$ cat config.mk
export PLATFORM = sky130hd
export DESIGN_NAME = lsx_exec
export DESIGN_NICKNAME = d
export VERILOG_FILES = /design/src/hw/lsx_pkg.sv /design/src/hw/lsx_exec.sv
export VERILOG_INCLUDE_DIRS = /design/src /design/src/hw
export SDC_FILE = /design/constraint.sdc
export NUM_CORES = 1
export LEC_CHECK = 0
export ABC_AREA = 0
export ABC_CLOCK_PERIOD_IN_PS = 7100
export BUFFER_PORTS_ARGS = -buffer_cell sky130_fd_sc_hd__buf_2
export CAP_MARGIN = 15
export CORE_MARGIN = 2
export CORE_UTILIZATION = 30
export CTS_BUF_LIST = sky130_fd_sc_hd__clkbuf_4 sky130_fd_sc_hd__clkbuf_8
export DETAILED_ROUTE_END_ITERATION = 16
export GPL_ROUTABILITY_DRIVEN = 0
export PLACE_DENSITY = 0.55
export SLEW_MARGIN = 0
export SYNTH_ARGS = -nofsm -noshare
export SYNTH_HDL_FRONTEND = slang
export SYNTH_SLANG_ARGS = --single-unit
$ cat constraint.sdc
create_clock -name clk -period 7.1 [get_ports clk]
set_clock_uncertainty 0.05 [all_clocks]
set_input_delay 0 -clock clk [delete_from_list [all_inputs] [get_ports clk]]
set_output_delay 0 -clock clk [all_outputs]
set_load 0.005 [all_outputs]
$ cat src/hw/lsx_map.svh
// Purpose: Constants for the load, store and bit operation execution unit.
// Assumes: One system clock; the register file and data memory are outside.
// Notes: Flag positions follow the usual I T H S V N Z C order from bit 7.
//
// Summary of operation
// RULE1: Post-increment load reads at pointer, then adds one; two cycles, no flags.
// RULE2: Pre-decrement load subtracts one first, then reads at new pointer; two cycles.
// RULE3: Displaced load reads at Y or Z plus q; pointer kept; two cycles.
// RULE4: Direct load reads data memory at constant k; two cycles, flags kept.
// RULE5: Post-increment store writes at X, Y or Z, then adds one; two cycles.
// RULE6: Pre-decrement store subtracts one first, then writes there; two cycles.
// RULE7: Displaced store writes at Y or Z plus q; pointer kept; two cycles.
// RULE8: Direct store writes source register at constant k; two cycles.
// RULE9: Stack save places source register on the stack; two cycles, flags kept.
// RULE10: Stack restore takes stack byte into destination; two cycles, flags kept.
// RULE11: I/O bit set forces bit b of port P high, others kept; two cycles.
// RULE12: I/O bit clear forces bit b of port P low, others kept; two cycles.
// RULE13: Left rotate through carry, updates Z C N V, one cycle.
// RULE14: Right rotate through carry, updates Z C N V, one cycle.
// RULE15: T capture copies source bit b into T only; one cycle.
// RULE16: T insert copies T into destination bit b; flags kept; one cycle.
// RULE17: Sign flag set and clear drive S only; one cycle.
// RULE18: Overflow set and clear drive V only; one cycle.
// RULE19: Half-carry set and clear drive H only; one cycle.
// RULE20: Multi-cycle operations hold off the next instruction through their last cycle.
`ifndef LSX_MAP_SVH
`define LSX_MAP_SVH
`define FLAG_C 0
`define FLAG_Z 1
`define FLAG_N 2
`define FLAG_V 3
`define FLAG_S 4
`define FLAG_H 5
`define FLAG_T 6
`define FLAGS_RESET 8'h00
`define SP_RESET 16'h00df
`define MEM_CYCLES 2
`endif

$ cat src/hw/lsx_pkg.sv
// Purpose: Types for the load, store and bit operation execution unit.
// Assumes: Nothing beyond the header of constants.
// Notes: The opcode set is already decoded into this enumeration.
package lsx_pkg;
    typedef enum logic [4:0] {
        op_nop, indirect_read, displaced_read, direct_read,
        indirect_write, displaced_write, direct_write,
        stack_save, stack_restore, io_bit_set, io_bit_clear,
        rotate_left_carry, rotate_right_carry, flag_t_capture, flag_t_insert,
        sign_flag_set, sign_flag_clear, overflow_flag_set, overflow_flag_clear,
        half_carry_set, half_carry_clear
    } op_type;
    typedef enum logic [1:0] {ptr_x, ptr_y, ptr_z} ptr_sel_type;
    typedef enum logic [1:0] {mode_plain, mode_post_inc, mode_pre_dec} ptr_mode_type;
endpackage

$ cat src/hw/lsx_exec.sv
// Purpose: Executes loads, stores, stack, I/O bit, rotate and flag operations.
// Assumes: Memory answers a read with data in the same cycle as the request.
// Notes: Pointers and stack pointer live here; general registers live outside.
`timescale 1ns/100ps
`default_nettype none
`include "lsx_map.svh"

module lsx_exec #(
    parameter int ADDR_W = 16
) (
    input wire logic clk,
    input wire logic rst_b,
    input wire logic issue_valid,
    output logic issue_ready,
    input wire lsx_pkg::op_type issue_op,
    input wire lsx_pkg::ptr_sel_type issue_ptr,
    input wire lsx_pkg::ptr_mode_type issue_mode,
    input wire logic [5:0] issue_disp,
    input wire logic [ADDR_W-1:0] issue_addr,
    input wire logic [2:0] issue_bit,
    input wire logic [7:0] src_data,
    input wire logic [7:0] mem_rdata,
    output logic mem_rd,
    output logic mem_wr,
    output logic [ADDR_W-1:0] mem_addr,
    output logic [7:0] mem_wdata,
    output logic io_rd,
    output logic io_wr,
    output logic [5:0] io_addr,
    output logic [7:0] io_wdata,
    input wire logic [7:0] io_rdata,
    output logic rd_we,
    output logic [7:0] rd_data,
    output logic [7:0] flags_register,
    output logic [ADDR_W-1:0] ptr_x_value,
    output logic [ADDR_W-1:0] ptr_y_value,
    output logic [ADDR_W-1:0] ptr_z_value,
    output logic [ADDR_W-1:0] stack_ptr
);
    import lsx_pkg::*;

    // ----------------------------------------------------------------
    // State and pending operation
    // ----------------------------------------------------------------
    typedef enum {st_idle, st_finish} state_type;
    state_type state;
    op_type op_hold;
    logic [2:0] bit_hold;
    logic [5:0] io_hold;
    logic [7:0] io_data_hold;

    // RULE20 hold off issue
    assign issue_ready = (state == st_idle);
    wire take = issue_valid && issue_ready;

    // ----------------------------------------------------------------
    // Address selection
    // ----------------------------------------------------------------
    wire [ADDR_W-1:0] ptr_cur = (issue_ptr == ptr_x) ? ptr_x_value :
                                (issue_ptr == ptr_y) ? ptr_y_value : ptr_z_value;
    wire [ADDR_W-1:0] ptr_inc = ptr_cur + ADDR_W'(1);
    wire [ADDR_W-1:0] ptr_dec = ptr_cur - ADDR_W'(1);
    // RULE2 decrement first
    wire [ADDR_W-1:0] ptr_eff = (issue_mode == mode_pre_dec) ? ptr_dec : ptr_cur;
    // RULE3 pointer plus q
    wire [ADDR_W-1:0] disp_eff = ptr_cur + ADDR_W'(issue_disp);
    wire is_ind = (issue_op == indirect_read) || (issue_op == indirect_write);
    wire is_disp = (issue_op == displaced_read) || (issue_op == displaced_write);
    wire is_dir = (issue_op == direct_read) || (issue_op == direct_write);
    wire is_push = (issue_op == stack_save);
    wire is_pop = (issue_op == stack_restore);
    wire is_io = (issue_op == io_bit_set) || (issue_op == io_bit_clear);
    wire is_rd = (issue_op == indirect_read) || (issue_op == displaced_read) ||
                 (issue_op == direct_read) || is_pop;
    wire is_wr = (issue_op == indirect_write) || (issue_op == displaced_write) ||
                 (issue_op == direct_write) || is_push;
    // RULE4 constant address
    wire [ADDR_W-1:0] next_addr = is_ind ? ptr_eff : is_disp ? disp_eff :
                                  is_dir ? issue_addr : is_push ? stack_ptr :
                                  stack_ptr + ADDR_W'(1);
    wire ptr_upd = take && is_ind && (issue_mode != mode_plain);
    // RULE1 post increment
    wire [ADDR_W-1:0] next_ptr = (issue_mode == mode_post_inc) ? ptr_inc : ptr_dec;

    // ----------------------------------------------------------------
    // Single-cycle data path
    // ----------------------------------------------------------------
    wire c_in = flags_register[`FLAG_C];
    // RULE13 rotate left
    wire [7:0] rol_res = {src_data[6:0], c_in};
    // RULE14 rotate right
    wire [7:0] ror_res = {c_in, src_data[7:1]};
    wire is_rol = (issue_op == rotate_left_carry);
    wire is_rot = is_rol || (issue_op == rotate_right_carry);
    wire [7:0] rot_res = is_rol ? rol_res : ror_res;
    wire rot_c = is_rol ? src_data[7] : src_data[0];
    wire rot_n = rot_res[7];
    wire rot_v = rot_n ^ rot_c;
    // RULE16 T into bit
    wire [7:0] ins_res = (src_data & ~(8'h01 << issue_bit)) |
                         ({7'h00, flags_register[`FLAG_T]} << issue_bit);
    // RULE15 bit into T
    wire cap_bit = src_data[issue_bit];

    logic [7:0] next_flags;
    always_comb begin
        next_flags = flags_register;
        if (take) begin
            unique case (issue_op)
                rotate_left_carry, rotate_right_carry: begin
                    next_flags[`FLAG_C] = rot_c;
                    next_flags[`FLAG_Z] = (rot_res == 8'h00);
                    next_flags[`FLAG_N] = rot_n;
                    next_flags[`FLAG_V] = rot_v;
                    next_flags[`FLAG_S] = rot_n ^ rot_v;
                end
                flag_t_capture: next_flags[`FLAG_T] = cap_bit;
                // RULE17 sign flag
                sign_flag_set: next_flags[`FLAG_S] = 1'b1;
                sign_flag_clear: next_flags[`FLAG_S] = 1'b0;
                // RULE18 overflow flag
                overflow_flag_set: next_flags[`FLAG_V] = 1'b1;
                overflow_flag_clear: next_flags[`FLAG_V] = 1'b0;
                // RULE19 half carry
                half_carry_set: next_flags[`FLAG_H] = 1'b1;
                half_carry_clear: next_flags[`FLAG_H] = 1'b0;
                default: next_flags = flags_register;
            endcase
        end
    end

    // ----------------------------------------------------------------
    // Second cycle: read results and I/O write-back
    // ----------------------------------------------------------------
    wire fin = (state == st_finish);
    wire fin_rd = fin && ((op_hold == indirect_read) || (op_hold == displaced_read) ||
                          (op_hold == direct_read) || (op_hold == stack_restore));
    wire fin_io = fin && ((op_hold == io_bit_set) || (op_hold == io_bit_clear));
    // RULE11 set bit
    // RULE12 clear bit
    wire [7:0] io_mask = 8'h01 << bit_hold;
    // The port answers only while its read strobe stands, so the value is kept for the write cycle.
    wire [7:0] io_new = (op_hold == io_bit_set) ? (io_data_hold | io_mask) : (io_data_hold & ~io_mask);

    assign io_rd = take && is_io;
    assign io_wr = fin_io;
    assign io_addr = fin_io ? io_hold : issue_addr[5:0];
    assign io_wdata = io_new;

    always_ff @(posedge clk or negedge rst_b) begin
        if (!rst_b) begin
            state <= st_idle;
            op_hold <= op_nop;
            bit_hold <= 3'h0;
            io_hold <= 6'h00;
            io_data_hold <= 8'h00;
        end else begin
            io_data_hold <= (take && is_io) ? io_rdata : io_data_hold;
            op_hold <= take ? issue_op : op_hold;
            bit_hold <= take ? issue_bit : bit_hold;
            io_hold <= take ? issue_addr[5:0] : io_hold;
            state <= (take && (is_rd || is_wr || is_io)) ? st_finish : st_idle;
        end
    end

    always_ff @(posedge clk or negedge rst_b) begin
        if (!rst_b) begin
            mem_rd <= 1'b0;
            mem_wr <= 1'b0;
            mem_addr <= '0;
            mem_wdata <= 8'h00;
        end else begin
            // RULE5 RULE6 RULE7 RULE8 store issue
            mem_rd <= take && is_rd;
            mem_wr <= take && is_wr;
            mem_addr <= take ? next_addr : mem_addr;
            mem_wdata <= take ? src_data : mem_wdata;
        end
    end

    always_ff @(posedge clk or negedge rst_b) begin
        if (!rst_b) begin
            rd_we <= 1'b0;
            rd_data <= 8'h00;
        end else begin
            // RULE10 restore result
            rd_we <= (take && (is_rot || issue_op == flag_t_insert)) || fin_rd;
            rd_data <= fin_rd ? mem_rdata : is_rot ? rot_res : ins_res;
        end
    end

    always_ff @(posedge clk or negedge rst_b) begin
        if (!rst_b) begin
            flags_register <= `FLAGS_RESET;
            ptr_x_value <= '0;
            ptr_y_value <= '0;
            ptr_z_value <= '0;
            stack_ptr <= ADDR_W'(`SP_RESET);
        end else begin
            flags_register <= next_flags;
            ptr_x_value <= (ptr_upd && issue_ptr == ptr_x) ? next_ptr : ptr_x_value;
            ptr_y_value <= (ptr_upd && issue_ptr == ptr_y) ? next_ptr : ptr_y_value;
            ptr_z_value <= (ptr_upd && issue_ptr == ptr_z) ? next_ptr : ptr_z_value;
            // RULE9 stack save
            stack_ptr <= (take && is_push) ? stack_ptr - ADDR_W'(1) :
                         (take && is_pop) ? stack_ptr + ADDR_W'(1) : stack_ptr;
        end
    end
endmodule

`default_nettype wire

==> Word level (Yosys, flattened, before mapping) <==
Cells that the tools add are included.
{ "totals": {"register_bits": 129, "out_inout_bits": 124, "wordCells": 138} }
{ "classes": {"n_addsub": 5, "magnitude_cmp": 1, "n_eq_ne": 31, "n_shift": 3, "muxes": 22, "n_bitwise": 8, "n_reduce_logical": 48} }
{ "op_table": {"columns": ["cell", "count"], "rows": [
  ["$mux 16", 10],
  ["$eq 5x4->1 const B", 11],
  ["$add 16x1->16 const B", 2],
  ["$logic_not 32->1", 1],
  ["$mux 8", 4],
  ["$sub 16x1->16 const B", 2],
  ["$eq 5x5->1 const B", 5],
  ["$eq 5x2->1 const B", 4],
  ["$eq 5x3->1 const B", 4],
  ["$logic_or 1x1->1", 19],
  ["$add 16x6->16", 1],
  ["$and 8x8->8", 2],
  ["$not 8->8", 2],
  ["$or 8x8->8", 2],
  ["$shl 1x3->8 const A", 2],
  ["$logic_and 1x1->1", 15],
  ["$eq 5x1->1 const B", 2],
  ["$reduce_and 2->1", 5],
  ["$logic_not 8->1", 1],
  ["$shl 1x3->8", 1],
  ["$mux 6", 1],
  ["$pmux 1 s3", 2],
  ["$reduce_bool 2->1", 3],
  ["$reduce_bool 3->1", 2],
  ["other kinds (10)", 15]
]} }

==> Logic depth before layout (Yosys ltp) <==
Gate-level depths: netlist of run 1.
{ "logic_depth": {"depth_word": 8, "depth_mapped": 13, "ltp_nobuf": 10} }

==> Worst setup path before layout of run 1 <==
No wires, ideal clock.
{ "synth_path": {"kind": "register to register", "start": "register ptr_y_value[3]", "end": "register mem_addr[15]", "setup_time_ps": 118, "t_arrival_ps": 2508, "t_required_ps": 6932, "slack_ps": 4424, "path_stages_with_launch": 11, "path_buffers": 0, "period_less_slack_ps": 2676, "cell_sequence": "dfrtp_1 mux2i_1 o21a_1 inv_1 ha_1 o2111ai_1 a21boi_0 o31ai_1 a2111oi_0 nand3_1 a21o_1"} }
{ "synth_between": {"elab_chain_len": 5, "word_cells_on_any_way": 7, "cone_classes": "2 x add/sub; 5 x mux"} }
{ "synth_rtl": {"columns": ["item", "line", "source"], "rows": [
  ["start, declared", "lsx_exec.sv:36", "output logic [ADDR_W-1:0] ptr_y_value,"],
  ["start signal, assigned", "lsx_exec.sv:202", "ptr_y_value <= (ptr_upd && issue_ptr == ptr_y) ? next_ptr : ptr_y_value;"],
  ["$mux 16 *", "lsx_exec.sv:60", "(issue_ptr == ptr_y) ? ptr_y_value : ptr_z_value;"],
  ["$mux 16 *", "lsx_exec.sv:59", "wire [ADDR_W-1:0] ptr_cur = (issue_ptr == ptr_x) ? ptr_x_value :"],
  ["$add 16x6->16 or $sub 16x1->16 (tied branches)", "lsx_exec.sv:66, lsx_exec.sv:62", null],
  ["$mux 16 (on tied branches)", "lsx_exec.sv:78, lsx_exec.sv:64", null],
  ["$mux 16 *", "lsx_exec.sv:78", "wire [ADDR_W-1:0] next_addr = is_ind ? ptr_eff : is_disp ? disp_eff :"],
  ["end signal, assigned", "lsx_exec.sv:176", "mem_addr <= take ? next_addr : mem_addr;"],
  ["end, declared", "lsx_exec.sv:25", "output logic [ADDR_W-1:0] mem_addr,"]
]} }
Mark *: on every way between the ends. The rest lies on a longest branch, timed or not.
A chain may end at the register's enable or synchronous reset.

==> Worst setup path in the final report of run 1 <==
Same ends and word-level chain as after synthesis.

==> results of run 1 <==
==> final cells by class <==
| type | count | share of cell area (%) |
|---|---|---|
| Clock buffer | 20 | 2.49 |
| Clock inverter | 12 | 1.27 |
| Inverter | 22 | 0.782 |
| Multi-Input combinational cell | 780 | 46.8 |
| Sequential cell | 129 | 30.6 |
| Tap cell | 378 | 4.48 |
| Timing Repair Buffer | 236 | 13.6 |
==> flip-flops by register name, indices dropped and copies added, names as in the netlist <==
register        count
mem_addr           16
ptr_x_value        16
ptr_y_value        16
ptr_z_value        16
stack_ptr          16
io_data_hold        8
mem_wdata           8
rd_data             8
flags_register      7
io_hold             6
op_hold             5
bit_hold            3
mem_rd              1
mem_wr              1
rd_we               1
state               1
==> synthesized netlist by cell type (11+ instances only) <==
library cell / instances / area (um^2)
a211oi_1: 11 / 82.6
a21oi_1: 41 / 205
clkbuf_1: 53 / 199
dfrtp_1: 122 / 3050
inv_1: 20 / 75.1
mux2_2: 50 / 563
mux2i_1: 33 / 330
nand2_1: 189 / 709
nand3_1: 20 / 100
nand4_1: 15 / 93.8
nor2_1: 79 / 297
nor3_1: 23 / 115
o21ai_0: 72 / 360
or3_1: 11 / 68.8
xnor2_1: 54 / 473
xor2_1: 11 / 96.3
==> worst reg2reg max path, stage by stage (launching register included) <==
cell and delay, ps:
dfrtp_1 400, mux2i_1 150, o21a_1 270, inv_1 130
ha_1 370, o2111ai_1 110, a21boi_0 440, o31ai_1 200
a2111oi_0 620, nand3_1 140, a21o_1 200
==> report_power, final <==
part	internal [W]	total [W]	leakage (nW)	switching, W
Sequential	0.000858	0.000965	1.66	0.000107
Clock	0.000330	0.000652	0.189	0.000322
Combinational	0.000359	0.000824	2.95	0.000465
==> worst paths after layout <==
path | from | end | slack (ps)
worst max register to register | ptr_y_value[3] | mem_addr[15] | 3920
worst min register to register | mem_wdata[7] | mem_wdata[7] | 420
worst max-delay path | ptr_y_value[3] | mem_addr[15] | 3920
min in group asynchronous | rst_b | mem_wdata[1] | 140
worst min-delay path | issue_addr[9] | mem_addr[9] | 30
max in group asynchronous | rst_b | ptr_x_value[11] | 5490
==> cell usage in the layout, fill, tap and decap left out, types with 10 or more instances in the layout <==
cell type      count
nand2_1          189
buf_2            182
dfrtp_1          122
nor2_1            79
o21ai_0           72
xnor2_1           54
mux2_2            50
dlygate4sd3_1     47
a21oi_1           41
mux2i_1           33
nor3_1            23
nand3_1           20
inv_1             20
clkbuf_8          18
nand4_1           15
xor2_1            11
a211oi_1          11
or3_1             11
o31ai_1           10
==> kinds of logic after synthesis <==
kind of cell,after synthesis,share of synthesized area [%]
flops,129,37.9
xor+xnor,65,6.67
simple gates,398,21.8
compound gates,221,16.9
mux,86,11.1
fa+ha+maj,9,1.32
other cells,1,0.0439
buf+inv,89,4.24
==> per-layer routing <==
layer | wire length (um) | up-vias | GRT usage, %
li1 | - | 3938 | -
met1 | 13200 | 3956 | 26.5
met2 | 12600 | 264 | 29.4
met3 | 1460 | 26 | 3.43
met4 | 422 | 0 | 5.37
met5 | 0 | - | 0
==> through the flow <==
| step | area, um^2 | power, W | instances | hold WS (ps) |
|---|---|---|---|---|
| after detailed placement | 9700 | 0.00178 | 1498 | 129 |
| final | 10600 | 0.00244 | 1577 | 29.2 |
| after floorplan | 8530 | 0.00147 | 998 | -346 |
| after CTS | 10600 | 0.00247 | 1577 | 1.82 |
| after global routing | 10600 | 0.00261 | 1577 | 53.5 |
| after global placement | 9700 | 0.00177 | 1498 | 118 |
==> results by group, run 1 <==
CTS
  • Maximum clock path buffer count: 2
  • Clock latency on the worst-skew pair: 470 ps
  • Setup Buffers After CTS: 0
  • Cts repair resizes: 0
  • CTS tree: done
  • CTS Buf Count: 17
  • Reg clk slew, reported paths: 80 ps
  • CTS H-tree depth: 4
  • CTS root buf: clkbuf_8
  • Post-CTS Hold Buffers: 47
  • Clk sink count: 129

Detailed routing
  • Drt first pass iters: 6
  • Drt first-iter violations: 794
  • Drt total wl: 27.7 mm
  • Vias/cell: 5.19
  • Via count: 8184
  • Drt drc: 0
  • Detail Route Antenna Nets: 0
  • Routed wire per std cell: 17.6 um

Placement
  • Post-DP HPWL: 20.3 mm
  • Port Buffers: 183
  • Pre-CTS setup slack: 3680 ps

Floorplan
  • CORE AREA: 27900 um^2
  • Die W: 173 um
  • Starting density of the core: 30.6%
  • Die ar.: 29800 um^2
  • Chip Height: 173 um
  • # rows: 61
  • IO Count: 185

Synth
  • Async S/R FF share, synth: 100%
  • Avg Inst Size Synth: 8.55 um^2
  • Top_reg_cell synth: dfrtp_1
  • Synth cell types: 75
  • Post-Syn Instances: 998
  • Post-Syn Area: 8530 um^2
  • #FFs+latches synth: 129
  • Sequential share of the synthesized area: 37.9%
  • Syn_nets: 1068
  • Number of synthesized flops with an enable pin: 0
  • Synth warn: 0

STA
  • RSZ-0062 raised after global routing: false
  • Final WS setup: 3920 ps
  • FMAX: 314 MHz
  • Final hold vios: 0
  • Pin slew with the least headroom to its limit: 909 ps
  • Pins over their slew limit: 0
  • Final Critical Period: 3180 ps
  • TNS Setup: 0 ps
  • Tcrit/Tclk final: 44.8%
  • Setup-failing EPs final: 0
  • Slew headroom: 39.2%

Worst setup path
  • CP arrival: 3480 ps
  • Required @ worst endpoint: 7400 ps
  • CP Cell Sequence: mux2i_1, o21a_1, inv_1, ha_1, o2111ai_1, a21boi_0, o31ai_1, a2111oi_0, nand3_1, a21o_1
  • Worst Path Buf+Inv: 1
  • Critical Path Sink Type: register
  • CP Max Fanout: 6
  • R2R cell count: 10
  • Slowest CP cell: a2111oi_0
  • Top Family by Delay on Critical Path: compound AO/OA/AOI/OAI gates
  • Cell depth of the worst setup path: 10
  • CP Launch Type: register
  • Largest stage delay on the critical path: 620 ps
  • Crit path kind: register to register

Min path
  • Hold WC Path Type: input port to register
  • Hold path cells: 6

Pwr
  • Pwr dens: 231 nW/um^2
  • IR drop worst, VDD: 0.0000995 V
  • Leak pwr: 4.80 nW

Cells and area
  • Nets: 1256
  • Post-layout util: 37.8%
  • Area delta synth->final: 23.8%
  • Multi-input logic area: 4940 um^2
  • Layout cell share with drive strength beyond 1: 25.9%
  • Fill cells: 2932
  • Reg area: 3240 um^2
  • # diodes: 0

GRT
  • Global-route wire length before repair: 45.1 mm
  • Congestion Overflow GR: 0
  • Largest net degree at the start of global routing: 67
  • Vias in the first global route: 7917
  • Initial antenna violation count: 0
  • Overall Global Routing Usage: 18.8%

Run
  • Max-cap viol count: 0

Outcome
  • Run status: finished clean
Note: power is estimated with default switching activity, not from simulation.
==> run 2: changes to the inputs <==
--- a/config.mk
+++ b/config.mk
@@ -7,7 +7,7 @@
 export NUM_CORES = 1
 export LEC_CHECK = 0
 export ABC_AREA = 0
-export ABC_CLOCK_PERIOD_IN_PS = 7100
+export ABC_CLOCK_PERIOD_IN_PS = 2600
 export BUFFER_PORTS_ARGS = -buffer_cell sky130_fd_sc_hd__buf_2
 export CAP_MARGIN = 15
 export CORE_MARGIN = 2
@@ -15,7 +15,7 @@
 export CTS_BUF_LIST = sky130_fd_sc_hd__clkbuf_4 sky130_fd_sc_hd__clkbuf_8
 export DETAILED_ROUTE_END_ITERATION = 16
 export GPL_ROUTABILITY_DRIVEN = 0
-export PLACE_DENSITY = 0.55
+export PLACE_DENSITY = 0.57
 export SLEW_MARGIN = 0
 export SYNTH_ARGS = -nofsm -noshare
 export SYNTH_HDL_FRONTEND = slang
==> constraint.sdc (replaced) <==
create_clock -name clk -period 2.6 [get_ports clk]
set_clock_uncertainty 0.05 [all_clocks]
set_input_delay 0 -clock clk [delete_from_list [all_inputs] [get_ports clk]]
set_output_delay 0 -clock clk [all_outputs]
set_load 0.005 [all_outputs]
==> results by group, run 2 (same netlist as run 1, synthesis figures left out) <==
Cells and area
  • Fill cells: 2923
  • Nets: 1351
  • Area delta synth->final: 35.5%
  • Most frequent cells in the layout: nand2_1, buf_2, dfrtp_1
  • Layout cell share with drive strength beyond 1: 33.2%
  • Multi-input logic area: 5180 um^2
  • Most common cell after layout, fill and taps aside: nand2_1
  • # diodes: 0
  • Reg area: 3240 um^2
  • Post-layout util: 41.4%
  • Final instance area: 11600 um^2

Detailed routing
  • Via count: 8454
  • Routed wire per std cell: 16.9 um
  • Drt first pass iters: 5
  • Drt total wl: 28.3 mm
  • Detail Route Antenna Nets: 0
  • Drt first-iter violations: 649
  • Drt drc: 0
  • Vias/cell: 5.06

Floorplan
  • Die ar.: 29800 um^2
  • # rows: 61
  • CORE AREA: 27900 um^2
  • Chip Height: 173 um
  • Starting density of the core: 30.6%
  • Die W: 173 um
  • IO Count: 185

Placement
  • Port Buffers: 183
  • Placement Cell Area: 10400 um^2
  • Pre-CTS setup slack: -270 ps
  • Post-DP HPWL: 21.1 mm

Pwr
  • Clock group share of total power: 26.3%
  • Pint: 0.00462 W
  • Part of the power in registers: 36.1%
  • Sw frac: 35.7%
  • P_sw: 0.00256 W
  • Pwr dens: 621 nW/um^2
  • IR drop worst, VDD: 0.000269 V
  • Leak pwr: 5.34 nW
  • Comb pwr share: 37.7%

Worst setup path
  • Crit path kind: register to register
  • Largest stage delay on the critical path: 380 ps
  • CP arrival: 2950 ps
  • Slowest CP cell: dfrtp_1
  • Worst Path Buf+Inv: 1
  • Critical Path Sink Type: register
  • R2R cell count: 10
  • CP Launch Type: register
  • CP Cell Sequence: mux2_4, mux2_4, ha_4, o221ai_4, a221oi_4, o31ai_2, buf_4, a2111oi_4, o311a_1, a21o_1
  • Reg2reg setup slack: -40 ps
  • CP Max Fanout: 3
  • Required @ worst endpoint: 2910 ps
  • Worst r2r dst: mem_addr[15]
  • Most frequent CP cell: mux2_4
  • Top Family by Delay on Critical Path: compound AO/OA/AOI/OAI gates
  • Reg2reg start: ptr_x_value[0]

GRT
  • Initial antenna violation count: 0
  • Overall Global Routing Usage: 19.2%
  • Congestion Overflow GR: 0
  • Global-route wire length before repair: 46.1 mm
  • Largest net degree at the start of global routing: 81
  • Vias in the first global route: 8291

STA
  • Pin slew with the least headroom to its limit: 777 ps
  • Setup-failing EPs final: 1
  • Slew headroom: 48.2%
  • FMAX: 379 MHz
  • Final Critical Period: 2640 ps
  • RSZ-0062 raised after global routing: true
  • Pins over their slew limit: 0
  • TNS Setup: -40.2 ps
  • Final hold vios: 0
  • Final WS setup: -40.2 ps
  • Tcrit/Tclk final: 102%

CTS
  • Reg clk slew, reported paths: 80 ps
  • CTS tree: done
  • Maximum clock path buffer count: 2
  • CTS H-tree depth: 4
  • CTS root buf: clkbuf_8
  • CTS Buf Count: 17
  • Clock latency on the worst-skew pair: 470 ps
  • Clk sink count: 129

Min path
  • Hold EP: mem_addr[11]
  • Hold WC Path Type: input port to register
  • Hold path cells: 5
  • Hold Crit Start: issue_addr[11]

Outcome
  • Violated checks: setup timing
  • Run status: complete, but fails checks

Run
  • Max-cap viol count: 0
run 2: cell types whose count changed in the layout (fill, tap and decap cells not counted), sizes merged:
cell,previous run,this run
bufinv,2,3
clkinv,3,4
clkinvlp,5,3
buf,189,284
run 2: worst max-delay path by stage:
stage,startpoint,end,slack [ps],depth (start not counted)
2_1_floorplan,ptr_y_value[3],mem_addr[15],-30,10
3_3_place_gp,ptr_y_value[0],mem_addr[15],-230,10
3_5_place_dp,ptr_x_value[0],mem_addr[15],-270,10
4_1_cts,ptr_x_value[0],mem_addr[12],-40,10
5_1_grt,ptr_x_value[1],mem_addr[12],-110,10
6_report,ptr_x_value[0],mem_addr[15],-40,10
run 2: metal layers:
| layer | share of wire (%) | vias up | GRT usage [%] |
|---|---|---|---|
| met1 | 48 | 4049 | 26.8 |
| met2 | 46 | 254 | 30.3 |
| met5 | 0 | - | 0 |
| met3 | 4.9 | 39 | 3.65 |
| met4 | 1.9 | 0 | 5.33 |
| li1 | - | 4112 | - |
run 2: layout make-up:
type	count	area share (%)
well taps	378	4.09
multi-input cells	780	44.8
inverters	22	0.714
repair buffers	331	18.7
flip-flops and latches	129	28.0
clock inverters	12	1.36
clock buffers	20	2.27
run 2: worst register-to-register path, cell delays in order (launching register included):
cell       delay, ps
dfrtp_1          380
mux2_4           280
mux2_4           290
ha_4             190
o221ai_4         240
a221oi_4         120
o31ai_2          260
buf_4            200
a2111oi_4         70
o311a_1          300
a21o_1           160
run 2: stage by stage:
step,hold WS (ps),power [W],instances
floorplan,-346,0.00401,998
global placement,58.5,0.00512,1590
detailed placement,62.9,0.00515,1590
CTS,46.8,0.00717,1670
global route,75.7,0.00764,1672
finish,65.9,0.00718,1672
run 2: power by group through the flow:
stage / Combinational [W] / Clock [W] / Sequential [W]
5_1_grt: 0.00298 / 0.00201 / 0.00264
3_5_place_dp: 0.00251 / 0 / 0.00263
6_report: 0.00271 / 0.00189 / 0.00259
4_1_cts: 0.00263 / 0.00194 / 0.00259
3_3_place_gp: 0.00250 / 0 / 0.00262
2_1_floorplan: 0.00143 / 0 / 0.00259
run 2: timing repair:
| action | 4_1_cts | 5_1_grt |
|---|---|---|
| setup buffers | 1 | 2 |
| hold endpoints to repair | 132 | 0 |
| hold buffers | 47 | 0 |
| pin swaps | 6 | 9 |
| gates cloned | 0 | 0 |
| endpoints found under the setup margin | 11 | 36 |
| gates resized for setup | 18 | 30 |
